File: src/design/aso_consts.vh
`ifndef ASO_CONSTS_VH
`define ASO_CONSTS_VH

// Register byte offsets on the Wishbone slave
`define ASO_OFF_CTRL       8'h00
`define ASO_OFF_SWCTL1     8'h04
`define ASO_OFF_SWCTL2     8'h08
`define ASO_OFF_SWSTAT     8'h0C
`define ASO_OFF_ACC        8'h10
`define ASO_OFF_IRQ_STAT   8'h14
`define ASO_OFF_IRQ_EN     8'h18
`define ASO_OFF_IRQ_CLR    8'h1C

// Control register fields
`define ASO_CTRL_AUTO      0
`define ASO_CTRL_TRIG      1
`define ASO_CTRL_OVR       2
`define ASO_CTRL_RGP       3
`define ASO_CTRL_RST       4'h1

// Accessory status fields
`define ASO_ACC_3POLE      0
`define ASO_ACC_STD        1
`define ASO_ACC_RING2      2
`define ASO_ACC_INS        3
`define ASO_ACC_AWAKE      4
`define ASO_ACC_BUSY       5

// Interrupt bits
`define ASO_IRQ_INSREM     0
`define ASO_IRQ_DONE       1

// Switch status field position of the second switch group
`define ASO_SWSTAT_SW2     8

// Detected type codes from the detector
`define ASO_TYPE_NONE      2'h0
`define ASO_TYPE_3POLE     2'h1
`define ASO_TYPE_STD       2'h2
`define ASO_TYPE_RING2     2'h3

// Switch group 1: [5] sleeve gnd, [4] ring2 gnd, [3] sleeve depl, [2] ring2 depl, [1:0] mic
`define ASO_SW1_NOINS      6'h0C
`define ASO_SW1_3POLE      6'h3C
`define ASO_SW1_STD        6'h15
`define ASO_SW1_RING2      6'h2A
`define ASO_SW1_DEPL_MASK  6'h0C
`define ASO_SW2_NOINS      4'h0
`define ASO_SW2_3POLE      4'h0
`define ASO_SW2_STD        4'h5
`define ASO_SW2_RING2      4'hA

// Register reset values
`define ASO_SWCTL1_RST     6'h00
`define ASO_SWCTL2_RST     4'h0

`endif

File: src/design/aso_sync.v
`timescale 1ns/1ps
`default_nettype none

module aso_sync (
  input  wire mclk,
  input  wire srst,
  input  wire async_in,
  output wire sync_out
);

  reg meta_q;
  reg sync_q;

  // The first stage feeds only the second stage
  always @(posedge mclk) begin
    if (srst) begin
      meta_q <= 1'b0;
      sync_q <= 1'b0;
    end else begin
      meta_q <= async_in;
      sync_q <= meta_q;
    end
  end

  assign sync_out = sync_q;

endmodule // aso_sync

`default_nettype wire

File: src/design/aso_irq.v
`timescale 1ns/1ps
`default_nettype none

module aso_irq (
  input  wire       mclk,
  input  wire       srst,
  input  wire [1:0] event_set,
  input  wire       en_we,
  input  wire [1:0] en_wdata,
  input  wire       clr_we,
  input  wire [1:0] clr_wdata,
  output wire [1:0] status,
  output wire [1:0] enable,
  output wire       irq
);

  reg [1:0] stat_q;
  reg [1:0] en_q;
  genvar    i;

  generate
    for (i = 0; i < 2; i = i + 1) begin : g_bit
      // A new event in the clear cycle survives the clear
      always @(posedge mclk) begin
        if (srst) begin
          stat_q[i] <= 1'b0;
        end else if (event_set[i]) begin
          stat_q[i] <= 1'b1;
        end else if (clr_we && clr_wdata[i]) begin
          stat_q[i] <= 1'b0;
        end
      end
    end
  endgenerate

  always @(posedge mclk) begin
    if (srst) begin
      en_q <= 2'h0;
    end else if (en_we) begin
      en_q <= en_wdata;
    end
  end

  assign status = stat_q;
  assign enable = en_q;
  assign irq    = |(stat_q & en_q);

endmodule // aso_irq

`default_nettype wire

File: src/design/aso_top.v
// Implementation choices: register access over Wishbone and the register offsets.
`timescale 1ns/1ps
`default_nettype none
`include "aso_consts.vh"

module aso_top (
  input  wire        mclk,
  input  wire        srst,
  input  wire        wb_cyc_i,
  input  wire        wb_stb_i,
  input  wire        wb_we_i,
  input  wire [7:0]  wb_adr_i,
  input  wire [3:0]  wb_sel_i,
  input  wire [31:0] wb_dat_i,
  output wire [31:0] wb_dat_o,
  output wire        wb_ack_o,
  input  wire        jack_ins_pin,
  input  wire        debounce_busy,
  output wire        det_start,
  input  wire        det_done,
  input  wire [1:0]  det_type,
  output wire [5:0]  sw_ctl1,
  output wire [3:0]  sw_ctl2,
  output wire        awake,
  output wire        irq
);

  // Bus slave
  reg         ack_q;
  reg  [31:0] rdat_q;
  reg  [31:0] rdat_d;
  wire        req;
  wire        wr_lo;

  // Software registers
  reg         auto_en_q;
  reg         trig_q;
  reg         ovr_q;
  reg         rgp_mode_q;
  reg  [5:0]  swc1_q;
  reg  [3:0]  swc2_q;

  // Copies actually applied to the switches
  reg         ovr_eff_q;
  reg  [5:0]  swc1_eff_q;
  reg  [3:0]  swc2_eff_q;

  // Insertion and detection state
  wire        ins_s;
  reg         ins_q;
  wire        ins_rise;
  wire        ins_fall;
  reg         busy_q;
  reg         det_start_q;
  reg         det_valid_q;
  reg  [1:0]  type_q;
  wire        det_go;
  wire        trig_consume;
  wire        hold_off;

  // Switch outputs
  reg  [5:0]  sw1_q;
  reg  [3:0]  sw2_q;
  reg  [5:0]  sw1_d;
  reg  [3:0]  sw2_d;

  // Interrupts
  wire [1:0]  irq_stat;
  wire [1:0]  irq_en;
  wire [1:0]  irq_ev;
  wire        en_we;
  wire        clr_we;

  localparam [3:0] CTRL_RST_VAL = `ASO_CTRL_RST;

  function hit;
    input [7:0] adr;
    input [7:0] off;
    begin
      hit = (adr[7:2] == off[7:2]);
    end
  endfunction

  function [5:0] sw1_cfg;
    input [1:0] t;
    input       rgp;
    reg   [5:0] v;
    begin
      v = `ASO_SW1_NOINS;
      case (t)
        `ASO_TYPE_3POLE: v = `ASO_SW1_3POLE;
        `ASO_TYPE_STD:   v = `ASO_SW1_STD;
        `ASO_TYPE_RING2: v = `ASO_SW1_RING2;
        default:         v = `ASO_SW1_NOINS;
      endcase
      // Ground must pass the low-resistance switches only, for the antenna path
      sw1_cfg = rgp ? (v & ~`ASO_SW1_DEPL_MASK) : v;
    end
  endfunction

  function [3:0] sw2_cfg;
    input [1:0] t;
    begin
      case (t)
        `ASO_TYPE_3POLE: sw2_cfg = `ASO_SW2_3POLE;
        `ASO_TYPE_STD:   sw2_cfg = `ASO_SW2_STD;
        `ASO_TYPE_RING2: sw2_cfg = `ASO_SW2_RING2;
        default:         sw2_cfg = `ASO_SW2_NOINS;
      endcase
    end
  endfunction

  // Classic Wishbone: ack one cycle after the strobe, writes land on the ack edge
  assign req   = wb_cyc_i && wb_stb_i;
  assign wr_lo = req && wb_we_i && ack_q && wb_sel_i[0];

  always @* begin
    rdat_d = 32'h0000_0000;
    if (hit(wb_adr_i, `ASO_OFF_CTRL)) begin
      rdat_d[`ASO_CTRL_AUTO] = auto_en_q;
      rdat_d[`ASO_CTRL_TRIG] = trig_q;
      rdat_d[`ASO_CTRL_OVR]  = ovr_q;
      rdat_d[`ASO_CTRL_RGP]  = rgp_mode_q;
    end else if (hit(wb_adr_i, `ASO_OFF_SWCTL1)) begin
      rdat_d[5:0] = swc1_q;
    end else if (hit(wb_adr_i, `ASO_OFF_SWCTL2)) begin
      rdat_d[3:0] = swc2_q;
    end else if (hit(wb_adr_i, `ASO_OFF_SWSTAT)) begin
      rdat_d[5:0] = sw1_q;
      rdat_d[`ASO_SWSTAT_SW2+3:`ASO_SWSTAT_SW2] = sw2_q;
    end else if (hit(wb_adr_i, `ASO_OFF_ACC)) begin
      rdat_d[`ASO_ACC_3POLE] = det_valid_q && (type_q == `ASO_TYPE_3POLE);
      rdat_d[`ASO_ACC_STD]   = det_valid_q && (type_q == `ASO_TYPE_STD);
      rdat_d[`ASO_ACC_RING2] = det_valid_q && (type_q == `ASO_TYPE_RING2);
      rdat_d[`ASO_ACC_INS]   = ins_q;
      rdat_d[`ASO_ACC_AWAKE] = awake;
      rdat_d[`ASO_ACC_BUSY]  = busy_q;
    end else if (hit(wb_adr_i, `ASO_OFF_IRQ_STAT)) begin
      rdat_d[1:0] = irq_stat;
    end else if (hit(wb_adr_i, `ASO_OFF_IRQ_EN)) begin
      rdat_d[1:0] = irq_en;
    end
  end

  always @(posedge mclk) begin
    if (srst) begin
      ack_q  <= 1'b0;
      rdat_q <= 32'h0000_0000;
    end else begin
      ack_q <= req && !ack_q;
      if (req && !ack_q && !wb_we_i) begin
        rdat_q <= rdat_d;
      end
    end
  end

  assign wb_ack_o = ack_q;
  assign wb_dat_o = rdat_q;

  // Insertion pin comes from the jack comparator, outside this clock
  aso_sync i_aso_sync (
    .mclk     (mclk),
    .srst     (srst),
    .async_in (jack_ins_pin),
    .sync_out (ins_s)
  );

  assign ins_rise = ins_s && !ins_q;
  assign ins_fall = !ins_s && ins_q;

  // A pending trigger fires at insertion or, once inserted, as soon as idle
  assign det_go = !busy_q && !ins_fall &&
                  ((ins_rise && (auto_en_q || trig_q)) || (ins_q && trig_q));
  assign trig_consume = ins_rise || det_go;

  always @(posedge mclk) begin
    if (srst) begin
      auto_en_q  <= CTRL_RST_VAL[`ASO_CTRL_AUTO];
      trig_q     <= 1'b0;
      ovr_q      <= 1'b0;
      rgp_mode_q <= 1'b0;
      swc1_q     <= `ASO_SWCTL1_RST;
      swc2_q     <= `ASO_SWCTL2_RST;
    end else begin
      if (wr_lo && hit(wb_adr_i, `ASO_OFF_CTRL)) begin
        auto_en_q  <= wb_dat_i[`ASO_CTRL_AUTO];
        trig_q     <= wb_dat_i[`ASO_CTRL_TRIG];
        ovr_q      <= wb_dat_i[`ASO_CTRL_OVR];
        rgp_mode_q <= wb_dat_i[`ASO_CTRL_RGP];
      end else if (trig_consume) begin
        trig_q <= 1'b0;
      end
      if (wr_lo && hit(wb_adr_i, `ASO_OFF_SWCTL1)) begin
        swc1_q <= wb_dat_i[5:0];
      end
      if (wr_lo && hit(wb_adr_i, `ASO_OFF_SWCTL2)) begin
        swc2_q <= wb_dat_i[3:0];
      end
    end
  end

  always @(posedge mclk) begin
    if (srst) begin
      ins_q       <= 1'b0;
      busy_q      <= 1'b0;
      det_start_q <= 1'b0;
      det_valid_q <= 1'b0;
      type_q      <= `ASO_TYPE_NONE;
    end else begin
      ins_q       <= ins_s;
      det_start_q <= det_go;
      if (ins_fall) begin
        busy_q      <= 1'b0;
        det_valid_q <= 1'b0;
        type_q      <= `ASO_TYPE_NONE;
      end else begin
        if (ins_rise) begin
          // Flags of the previous accessory must not leak into the new one
          det_valid_q <= 1'b0;
          type_q      <= `ASO_TYPE_NONE;
        end
        if (det_go) begin
          busy_q <= 1'b1;
        end else if (busy_q && det_done) begin
          busy_q      <= 1'b0;
          det_valid_q <= (det_type != `ASO_TYPE_NONE);
          type_q      <= det_type;
        end
      end
    end
  end

  assign det_start = det_start_q;

  // Override and manual switch settings reach the switches only while no detection runs or starts and debounce is idle
  assign hold_off = busy_q || det_go || debounce_busy;

  always @(posedge mclk) begin
    if (srst) begin
      ovr_eff_q  <= 1'b0;
      swc1_eff_q <= `ASO_SWCTL1_RST;
      swc2_eff_q <= `ASO_SWCTL2_RST;
    end else if (!hold_off) begin
      ovr_eff_q  <= ovr_q;
      swc1_eff_q <= swc1_q;
      swc2_eff_q <= swc2_q;
    end
  end

  always @* begin
    if (ovr_eff_q) begin
      sw1_d = swc1_eff_q;
      sw2_d = swc2_eff_q;
    end else if (ins_q && det_valid_q) begin
      sw1_d = sw1_cfg(type_q, rgp_mode_q);
      sw2_d = sw2_cfg(type_q);
    end else begin
      sw1_d = `ASO_SW1_NOINS;
      sw2_d = `ASO_SW2_NOINS;
    end
  end

  always @(posedge mclk) begin
    if (srst) begin
      sw1_q <= `ASO_SW1_NOINS;
      sw2_q <= `ASO_SW2_NOINS;
    end else begin
      sw1_q <= sw1_d;
      sw2_q <= sw2_d;
    end
  end

  assign sw_ctl1 = sw1_q;
  assign sw_ctl2 = sw2_q;

  // Sleep only with no accessory and no override, written or pending
  assign awake = ins_q || ovr_q || ovr_eff_q;

  assign irq_ev[`ASO_IRQ_INSREM] = ins_rise || ins_fall;
  assign irq_ev[`ASO_IRQ_DONE]   = busy_q && det_done && !ins_fall;
  assign en_we  = wr_lo && hit(wb_adr_i, `ASO_OFF_IRQ_EN);
  assign clr_we = wr_lo && hit(wb_adr_i, `ASO_OFF_IRQ_CLR);

  aso_irq i_aso_irq (
    .mclk      (mclk),
    .srst      (srst),
    .event_set (irq_ev),
    .en_we     (en_we),
    .en_wdata  (wb_dat_i[1:0]),
    .clr_we    (clr_we),
    .clr_wdata (wb_dat_i[1:0]),
    .status    (irq_stat),
    .enable    (irq_en),
    .irq       (irq)
  );

endmodule // aso_top

`default_nettype wire

File: config.mk
export PLATFORM = sky130hd
export DESIGN_NAME = aso_top
export DESIGN_NICKNAME = d
export VERILOG_FILES = /design/src/design/aso_sync.v /design/src/design/aso_irq.v /design/src/design/aso_top.v
export VERILOG_INCLUDE_DIRS = /design/src /design/src/design
export SDC_FILE = /design/constraint.sdc
export NUM_CORES = 1
export LEC_CHECK = 0
export BUFFER_PORTS_ARGS = -buffer_cell sky130_fd_sc_hd__buf_2
export CORE_UTILIZATION = 50
export CTS_CLUSTER_DIAMETER = 50
export CTS_CLUSTER_SIZE = 24
export DETAILED_ROUTE_END_ITERATION = 8
export PLACE_DENSITY = 0.8
export RECOVER_POWER = 50
export SYNTH_ARGS = -nofsm -noshare
export SYNTH_HDL_FRONTEND = slang
export SYNTH_HIERARCHICAL = 1
export SYNTH_SLANG_ARGS = --single-unit
File: constraint.sdc
create_clock -name mclk -period 2.25 [get_ports mclk]
set_input_delay 0.225 -clock mclk [delete_from_list [all_inputs] [get_ports mclk]]
set_output_delay 0.225 -clock mclk [all_outputs]
set_load 0.02 [all_outputs]
==> run metrics, run 1 <==
combinational share of power 0.084; clock skew after layout between 0.01 and 0.015 ns; total global routing overflow 0; setup TNS 0 ns; mux cell area share after synthesis 0.0719; final-report setup violation count 0; Final WS setup around 0.33 ns; vias post-DR ~2500; Synth Area in XOR/XNOR 0; largest area contributor in the netlist dfxtp_1; Pint approximately 1.5 mW; Clk pin slew, worst setup/hold paths 0.06 ns; Synth Area in Adders 0.0357; Tmin final between 1.5 and 2 ns; Final #Nets 436; hpwl dp ~4.8 mm; Async S/R FF share, synth 0; gr usage total 0.241; final hold violation count 0; pin count of the biggest net entering global routing 40; post_cts resized 0; complex-gate fraction of the synthesized area 0.160; sw frac 0.260; Post-CTS Setup Inserts 0; worst hold slack 0.103 ns; sequential power share 0.514; Die Y roughly 77 um; port bufs 46; pre-CTS WS 0.0790 ns; Tcrit/Tclk final 0.854; worst hold path class primary input to flop; metal2 WL between 2 and 3 mm; Yosys cell types 43; area delta synth->final 12.3%; worst slew pin tran around 0.72 ns; clock sink total 58; Post-Syn Area 0.00280 sq mm; io pins 100; Crit Path Category flop to flop; M1 WL slightly above 3 mm; top cell type's share of synthesized area 0.415; Critical Path Source Type flop; Clock H-tree levels 3; Total Power roughly 2 mW; initial antenna violation count 0; max cap viols 0; final slew viol count 0; largest family of logic cells by synthesized area simple AND/OR/NAND/NOR gates; Simple-Gate Fraction of Synth Area 0.219; RSZ-0062 raised after global routing no; first-pass GRT wire length between 10 and 15 mm; antenna diode count 0; critical path endpoint category flop; Initial DRT Pass Iterations 5; Max FO, Critical Path 11; Post-Route WL around 6.7 mm; worst-case vdd ir drop approximately 410 uV; Avg Synthesized Cell Area 8.51 sq um; Synthesis Warnings 6; clock tree buffer depth 2; required time worst endpoint ~2.5 ns; status finished, final reports clean; Area after DPL between 0.003 and 0.004 sq mm; Sw Pwr ~0.53 mW; post-synthesis sequential area ratio 0.415; met3 routed WL a little over 500 um; worst rel slew slack 0.516; post-synthesis register bit count 58; Vias per Instance around 5.5; synth cell count leaders dfxtp_1 (58), nor2_1 (36), a21oi_1 (30), nand3_1 (23), buf_4 (22); number of global-route vias before repair about 2300; Clock Latency Late Sink around 0.34 ns; share of cells above drive strength 1 0.121; EDFF count, synth 0; count leader, synth dfxtp_1; CTS tree done; top layer used by detailed routing met4; Die W 76.8 um; Synth Instances 329; 1st-iter DRT viols 235; cts bufs inserted 9; Area contributors post-synth dfxtp_1 (41%), mux2i_1 (6.8%), buf_4 (5.9%); Pwr per Cell Area approximately 650 mW/mm^2; Std-Cell Rows 26; Routed Antenna Nets 0; root buf cell clkbuf_8; Clk network pwr share 0.402; Core ar. approximately 0.0052 sq mm; Non-Filler Cell Area, Final roughly 0.0031 sq mm; starting density of the core 0.535; crit path DAT approximately 2.2 ns; die footprint 0.00590 sq mm; Max Freq roughly 520 MHz; Post-CTS Hold Buffers 0; Pleak 1.23 nW; Routed WL per cell around 15 um; final RePlAce weighted congestion approximately 0.94; # DRC 0; ys flop type dfxtp_1
==> per-layer routing <==
metal,global-route usage,vias to the layer above
met5,0,-
met2,0.365,120
met1,0.309,1126
met3,0.0655,14
met4,0.129,0
li1,-,1210
==> kinds of logic after synthesis <==
group                      count (synthesis)
AOI/OAI and AO/OA                         72
other                                      1
buffers and inverters                     49
DFF                                       58
muxes                                     20
adders and majority gates                  8
and+or+nand+nor                          121
==> worst paths after layout <==
path                                start                        endpoint  slack (ns)  depth (start not counted)
max                      ins_q$_SDFF_PP0_      swc1_eff_q[0]$_SDFFE_PP0N_        0.33                          5
min                          jack_ins_pin    i_aso_sync/meta_q$_SDFF_PP0_        0.10                          2
max reg2reg              ins_q$_SDFF_PP0_      swc1_eff_q[0]$_SDFFE_PP0N_        0.33                          5
min reg2reg  i_aso_sync/meta_q$_SDFF_PP0_  i_aso_sync/sync_out$_SDFF_PP0_        0.44                          1
==> flip-flops by register name, summed over array words and instances (netlist names) <==
name	count
ovr_q	1
sw_ctl1	6
trig_q	1
i_aso_sync/sync_out	1
i_aso_irq/status	2
sw_ctl2	4
swc1_q	6
ovr_eff_q	1
wb_dat_o	10
busy_q	1
det_start	1
auto_en_q	1
rgp_mode_q	1
i_aso_irq/enable	2
wb_ack_o	1
swc1_eff_q	6
det_valid_q	1
swc2_q	4
ins_q	1
swc2_eff_q	4
i_aso_sync/meta_q	1
type_q	2
==> cell usage in the layout (no fill, tap or decap), types with 3 or more instances in the layout <==
cell type  netlist  layout
dfxtp_1         58      58
nor2_1          36      36
a21oi_1         30      30
clkbuf_1         9      28
nand3_1         23      23
conb_1           1      22
buf_2            2      22
nand2_1         21      21
mux2i_1         19      19
o21ai_0         14      14
inv_1           10      10
clkbuf_8         0      10
ha_1             8       8
nand2b_1         7       7
nor3_1           6       6
nor2b_1          5       5
nand3b_1         5       5
buf_4           22       5
nand4_1          4       4
a211o_1          4       4
or3_1            3       3
or2_2            3       3
a211oi_1         4       3
a311oi_1         3       3
o2bb2ai_1        3       3
clkinv_2         0       3
==> critical path, stage by stage (launching register included) <==
cell and delay [ns]:
dfxtp_1 0.33, clkbuf_1 0.30, o21ai_0 0.19, a211oi_2 0.63
o21ai_0 0.21, a21oi_1 0.18
==> final cells by class <==
class | instances | area, sq um
Tap cell | 70 | 87.6
Inverter | 10 | 37.5
Clock buffer | 13 | 149
Fill cell | 488 | 2090
Sequential cell | 58 | 1160
Timing Repair Buffer | 52 | 241
Clock inverter | 3 | 15.0
Multi-Input combinational cell | 243 | 1450
==> power groups by stage <==
stage / clock network [mW] / registers (mW) / logic (mW)
finish: 0.818 / 1.05 / 0.171
global route: 0.882 / 1.05 / 0.186
CTS: 0.833 / 1.05 / 0.169
detailed placement: 0 / 1.07 / 0.169
global placement: 0 / 1.07 / 0.167
floorplan: 0 / 1.07 / 0.137
==> per-stage QoR <==
step	utilization	std cells
after global placement	0.575	433
final	0.600	449
after floorplan	-	350
after CTS	0.606	449
after detailed placement	0.575	433
after global routing	0.600	449
(Power assumes the default switching activity.)
==> inputs of run 2 (changes only) <==
- clock period: 2.25 -> 1.9 ns (I/O delays scaled with it)
==> run 2 against run 1 <==
The flow now finishes with violations (capacitance limit); clock power grew 54%; sequential share of layout area shrank 1.9 points; first-iteration DRC count fell by 42%; critical path type unchanged; sequential power is 18% higher; combinational power is 29% higher; sequential cell count unchanged; critical endpoint is now swc2_eff_q[1]$_SDFFE_PP0N_.
==> run metrics, run 2 (synthesized netlist as in run 1, its figures left out) <==
status complete, but fails checks; violated checks capacitance limit; hpwl dp between 4 and 5 mm; clock tree buffer depth 2; final RePlAce weighted congestion around 0.89; crit path DAT 1.97 ns; initial antenna violation count 0; final-report setup violation count 0; die footprint roughly 0.006 sq mm; Max Freq roughly 590 MHz; 1st-iter DRT viols around 140; Core ar. about 0.0052 sq mm; number of global-route vias before repair ~2200; worst rel slew slack 0.00681; required time worst endpoint around 2.2 ns; worst r2r path cells 7; Routed Antenna Nets 0; CTS tree done; HP Start jack_ins_pin; most frequent cells in the layout dfxtp_1 (58), nor2_1 (36), a21oi_1 (30); worst slew pin tran about 1.5 ns; Critical Path Source Type flop; RSZ-0062 raised after global routing no; # DRC 0; root buf cell clkbuf_8; Area after DPL 0.00311 sq mm; Worst R2R Start ins_q$_SDFF_PP0_; final slew viol count 0; Post-CTS Setup Inserts 0; worst hold path class primary input to flop; final hold violation count 0; placed instance count between 400 and 500; hold path cells 2; first-pass GRT wire length approximately 11 mm; clock skew after layout roughly 0.013 ns; Clock H-tree levels 3; critical path endpoint category flop; Final #Nets 448; Routed WL per cell 14.8 um; Initial DRT Pass Iterations 5; Pleak about 1.3 nW; Post-CTS Hold Buffers 0; Die W about 77 um; Std-Cell Rows 26; clock sink total between 50 and 60; reg-to-reg setup timing slack between 0.15 and 0.2 ns; antenna diode count 0; Hold Path End i_aso_sync/meta_q$_SDFF_PP0_; pin count of the biggest net entering global routing 34; Pwr per Cell Area 821 mW/mm^2; Die Y between 70 and 80 um; Crit Path Category flop to flop; Tcrit/Tclk final 0.898; Clock Latency Late Sink ~0.34 ns; most common cell after layout, fill and taps aside dfxtp_1; RR Endpoint swc2_eff_q[1]$_SDFFE_PP0N_; io pins 100; total global routing overflow 0; starting density of the core 0.535; vias post-DR about 2500; worst-case vdd ir drop approximately 590 uV; Max FO, Critical Path 13; Post-Route WL slightly below 7 mm; gr usage total 0.243; Largest register FFs 10; max cap viols 1; Vias per Instance around 5.5; Clk pin slew, worst setup/hold paths 0.06 ns; setup TNS 0 ns; share of cells above drive strength 1 0.156; Tmin final around 1.7 ns; port bufs 46; area delta synth->final 18.2%; Non-Filler Cell Area, Final 0.00331 sq mm; Finished Layout Cells about 460; cts bufs inserted 9
run 2: cell count changes in the layout (fill, tap and decap cells not counted):
cell        previous run  this run
bufinv_16              0         2
clkbuf_1              28        25
clkinvlp_4             0         1
clkinv_2               3         2
buf_12                 0         1
buf_4                  5        16
a211oi_2               1         0
clkbuf_2               0         1
a211oi_4               0         1
run 2: power by group:
| group | internal [mW] | switching, mW |
|---|---|---|
| Sequential | 1.23 | 0.00876 |
| Clock | 0.769 | 0.490 |
| Combinational | 0.0657 | 0.155 |
| Total | 2.06 | 0.654 |
run 2: critical path, stage by stage (launching register included):
cell     delay, ns
dfxtp_1       0.34
inv_1         0.05
ha_1          0.21
o21ai_0       0.40
a211o_1       0.26
buf_12        0.15
nand3_1       0.08
a21oi_1       0.14
run 2: per-stage QoR:
stage	hold slack [ns]	total power [mW]	util	setup WS, ns
finish	0.0764	2.72	0.632	0.193
global route	0.0740	2.82	0.632	0.0296
CTS	0.0671	2.74	0.637	0.111
detailed placement	0.414	1.48	0.594	-0.267
global placement	0.397	1.48	0.594	-0.183
floorplan	0.262	1.43	-	0.260
run 2: how the worst max path moves through the flow:
stage	from	endpoint	slack (ns)	cells after the start
2_1_floorplan	ins_q$_SDFF_PP0_	ovr_eff_q$_SDFFE_PP0N_	0.26	7
3_3_place_gp	ins_q$_SDFF_PP0_	swc1_eff_q[3]$_SDFFE_PP0N_	-0.18	6
4_1_cts	ins_q$_SDFF_PP0_	swc2_eff_q[1]$_SDFFE_PP0N_	0.11	6
5_1_grt	ins_q$_SDFF_PP0_	ovr_eff_q$_SDFFE_PP0N_	0.03	7
6_report	ins_q$_SDFF_PP0_	swc2_eff_q[1]$_SDFFE_PP0N_	0.19	7
3_5_place_dp	ins_q$_SDFF_PP0_	swc2_eff_q[1]$_SDFFE_PP0N_	-0.27	6
run 2: timing repair:
item                       CTS  global route
resized for setup            1             1
setup endpoints to repair   11            11
pin swaps                    0             0
run 2: final cells by class:
cell class / count / area (sq um)
Tap cell: 70 / 87.6
Clock inverter: 5 / 77.6
Fill cell: 491 / 1930
Multi-Input combinational cell: 243 / 1460
Inverter: 10 / 37.5
Clock buffer: 11 / 141
Timing Repair Buffer: 64 / 345
Sequential cell: 58 / 1160
run 2: per-layer routing:
metal / share of wire / vias to the layer above / global-route usage
li1: - / 1229 / -
met1: 0.46 / 1165 / 0.340
met2: 0.45 / 115 / 0.354
met3: 0.070 / 11 / 0.0595
met4: 0.016 / 0 / 0.0981
met5: 0 / - / 0
==> inputs of run 3 (changes only) <==
- ABC_AREA: default -> 1
- CORE_UTILIZATION: 50 -> 49
- PLACE_DENSITY: 0.8 -> 0.79
==> run 3 against run 2 <==
The flow now finishes without violations; worst setup slack lost 0.046 ns; first-iteration DRC count shrank 5.9%; wire length shrank 9.4%; register-to-register slack gained 0.04 ns; final area shrank 3.6%; combinational power grew 4%; utilization shrank 4.9 points; sequential cell count is the same; highest routed layer unchanged; critical path type is now flop to output port; clock skew shrank 0.0048 ns; maximum frequency shrank 2.6%; sequential power is essentially flat.
==> run metrics, run 3 <==
io pins 100; count leader, synth nand2_1; Vias per Instance just under 5; Clock H-tree levels 3; Final #Nets 483; pre-CTS WS between 0.15 and 0.2 ns; # DRC 0; pin count of the biggest net entering global routing 31; Async S/R FF share, synth 0; largest area contributor in the netlist dfxtp_1; required time worst endpoint around 1.7 ns; Yosys cell types 30; placed instance count 482; critical path endpoint category output port; Clk network pwr share 0.485; crit path DAT 1.56 ns; Die Y just under 80 um; Clock Latency Late Sink between 0.3 and 0.4 ns; starting density of the core 0.507; Worst path depth 3; cts bufs inserted 9; Tcrit/Tclk final 0.922; initial antenna violation count 0; Hold Path End i_aso_sync/meta_q$_SDFF_PP0_; CP cell instances clkinvlp_4 > nand3_1 > buf_2; Max FO, Critical Path 10; Post-Route WL about 6.2 mm; Critical Path Source Type flop; worst rel slew slack 0.0429; top cell type's share of synthesized area 0.419; post-synthesis register bit count 58; Sw Pwr about 0.73 mW; RSZ-0062 raised after global routing no; CP Buf/Inv Count 2; status finished, final reports clean; Pwr per Cell Area between 900 and 1000 mW/mm^2; Area contributors post-synth dfxtp_1 (42%), nand2_1 (9.2%), nor2_1 (7.3%); share of cells above drive strength 1 0.157; post-synthesis sequential area ratio 0.419; worst slew pin tran between 1 and 1.5 ns; CP max stage delay about 0.56 ns; final-report setup violation count 0; vias post-DR around 2500; worst r2r path cells 9; CTS tree done; final RePlAce weighted congestion about 0.88; Filler cells approximately 540; max cap viols 0; Initial DRT Pass Iterations 4; Std-Cell Rows 27; RR Endpoint swc1_eff_q[1]$_SDFFE_PP0N_; clock skew after layout ~0.0081 ns; final hold violation count 0; HP Start jack_ins_pin; Routed Antenna Nets 0; Die W between 70 and 80 um; Tmin final 1.75 ns; area delta synth->final 15.1%; combinational share of power 0.079; EDFF count, synth 0; ys flop type dfxtp_1; Routed WL per cell between 10 and 15 um; most common cell after layout, fill and taps aside nand2_1; Post-CTS Hold Buffers 0; Synthesis Warnings 6; hpwl dp 4.54 mm; root buf cell clkbuf_8; Clk pin slew, worst setup/hold paths 0.07 ns; final slew viol count 0; Crit Path Category flop to output port; sw frac 0.249; Pleak 1.40 nW; Max Freq ~570 MHz; clock tree buffer depth 2; slowest stage cell, crit path dfxtp_1; port bufs 46; most frequent cells in the layout nand2_1 (68), dfxtp_1 (58), nor2_1 (54); first-pass GRT wire length 10.6 mm; Post-Syn Area 0.00277 sq mm; gr usage total 0.230; setup TNS 0 ns; critical path's top delay family flip-flops; Avg Synthesized Cell Area 7.47 sq um; total global routing overflow 0; worst hold path class primary input to flop; Worst R2R Start ins_q$_SDFF_PP0_; Largest register FFs 10; synth cell count leaders nand2_1 (68), dfxtp_1 (58), nor2_1 (54), a21oi_1 (40); Synth Instances roughly 370; 1st-iter DRT viols between 100 and 150; sequential power share 0.436; number of global-route vias before repair 2276; reg-to-reg setup timing slack around 0.23 ns; worst-case vdd ir drop 493 uV; clock sink total 58; Finished Layout Cells between 400 and 500; die footprint 0.00596 sq mm; hold path cells 3; antenna diode count 0; Final WS setup approximately 0.15 ns; Core ar. about 0.0055 sq mm; Pint 2.19 mW
## run 3: cell count changes in the layout (fill, tap and decap cells not counted), sizes merged, moves of 5 or more
cell    change
nand2      +51
nor2       +28
inv        +25
mux2i      -19
buf        -17
o21ai      +14
a21oi      +11
nand2b      -7
nand3b      -5
nor2b       -5
## run 3: worst register-to-register path, stage by stage, from the launching register on
cell and delay (ns):
dfxtp_1 0.38, inv_1 0.12, ha_1 0.20, inv_1 0.14
nand2_1 0.08, o211ai_2 0.13, nand2_4 0.16, inv_4 0.16
o21ai_0 0.09, a21oi_1 0.16
## run 3: what timing repair did
action | CTS | global route
endpoints found under the setup margin | 0 | 5
setup buffers | 0 | 0
gates resized for setup | 0 | 3
## run 3: cells by family (layout without fill, tap and decap cells)
kind of cell / count (synthesis) / in the layout / share of synthesized area
AOI/OAI and AO/OA: 74 / 74 / 0.144
adders and majority gates: 8 / 8 / 0.0361
buffers and inverters: 64 / 98 / 0.123
DFF: 58 / 58 / 0.419
other: 1 / 22 / 0.00135
and+or+nand+nor: 166 / 166 / 0.276
## run 3: power groups by stage
stage          sequential [mW]  clock [mW]  combinational [mW]
2_1_floorplan             1.30           0               0.195
6_report                  1.27        1.41               0.230
5_1_grt                   1.28        1.49               0.258
3_3_place_gp              1.30           0               0.223
4_1_cts                   1.27        1.43               0.229
3_5_place_dp              1.30           0               0.227
## run 3: worst max path at each step
| stage | startpoint | to | slack, ns |
|---|---|---|---|
| global route | ovr_eff_q$_SDFFE_PP0N_ | awake | 0.02 |
| finish | ovr_eff_q$_SDFFE_PP0N_ | awake | 0.15 |
| global placement | ins_q$_SDFF_PP0_ | swc1_eff_q[3]$_SDFFE_PP0N_ | 0.24 |
| detailed placement | ins_q$_SDFF_PP0_ | swc2_eff_q[0]$_SDFFE_PP0N_ | 0.18 |
| CTS | ins_q$_SDFF_PP0_ | swc1_eff_q[1]$_SDFFE_PP0N_ | 0.13 |
| floorplan | wb_ack_o$_SDFF_PP0_ | i_aso_irq/enable[1]$_SDFFE_PP0P_ | 0.50 |
## run 3: metrics by stage
step	instance area, sq um	power [mW]	utilization	hold WS [ns]
after floorplan	2850	1.49	-	0.259
after global placement	2970	1.52	0.543	0.389
after detailed placement	2970	1.53	0.543	0.399
after CTS	3220	2.93	0.588	0.0365
after global routing	3190	3.02	0.583	0.0595
final	3190	2.92	0.583	0.0542
## run 3: routing by layer
layer	part of all wire	global-route usage	routed length [um]	vias to the layer above
met5	0	0	0	-
met2	0.46	0.373	2870	78
li1	-	-	-	1257
met3	0.060	0.0619	369	11
met4	0.015	0.0679	90	0
met1	0.46	0.298	2860	1129
## run 3: final cells by class
type / instances / area [sq um] / share of cell area
clock inverter: 7 / 125 / 0.0392
clock buffer: 9 / 124 / 0.0388
multi-input combinational: 270 / 1350 / 0.422
inverter: 35 / 138 / 0.0431
sequential: 58 / 1160 / 0.364
tap: 72 / 90.1 / 0.0282
timing repair buffer: 47 / 205 / 0.0643
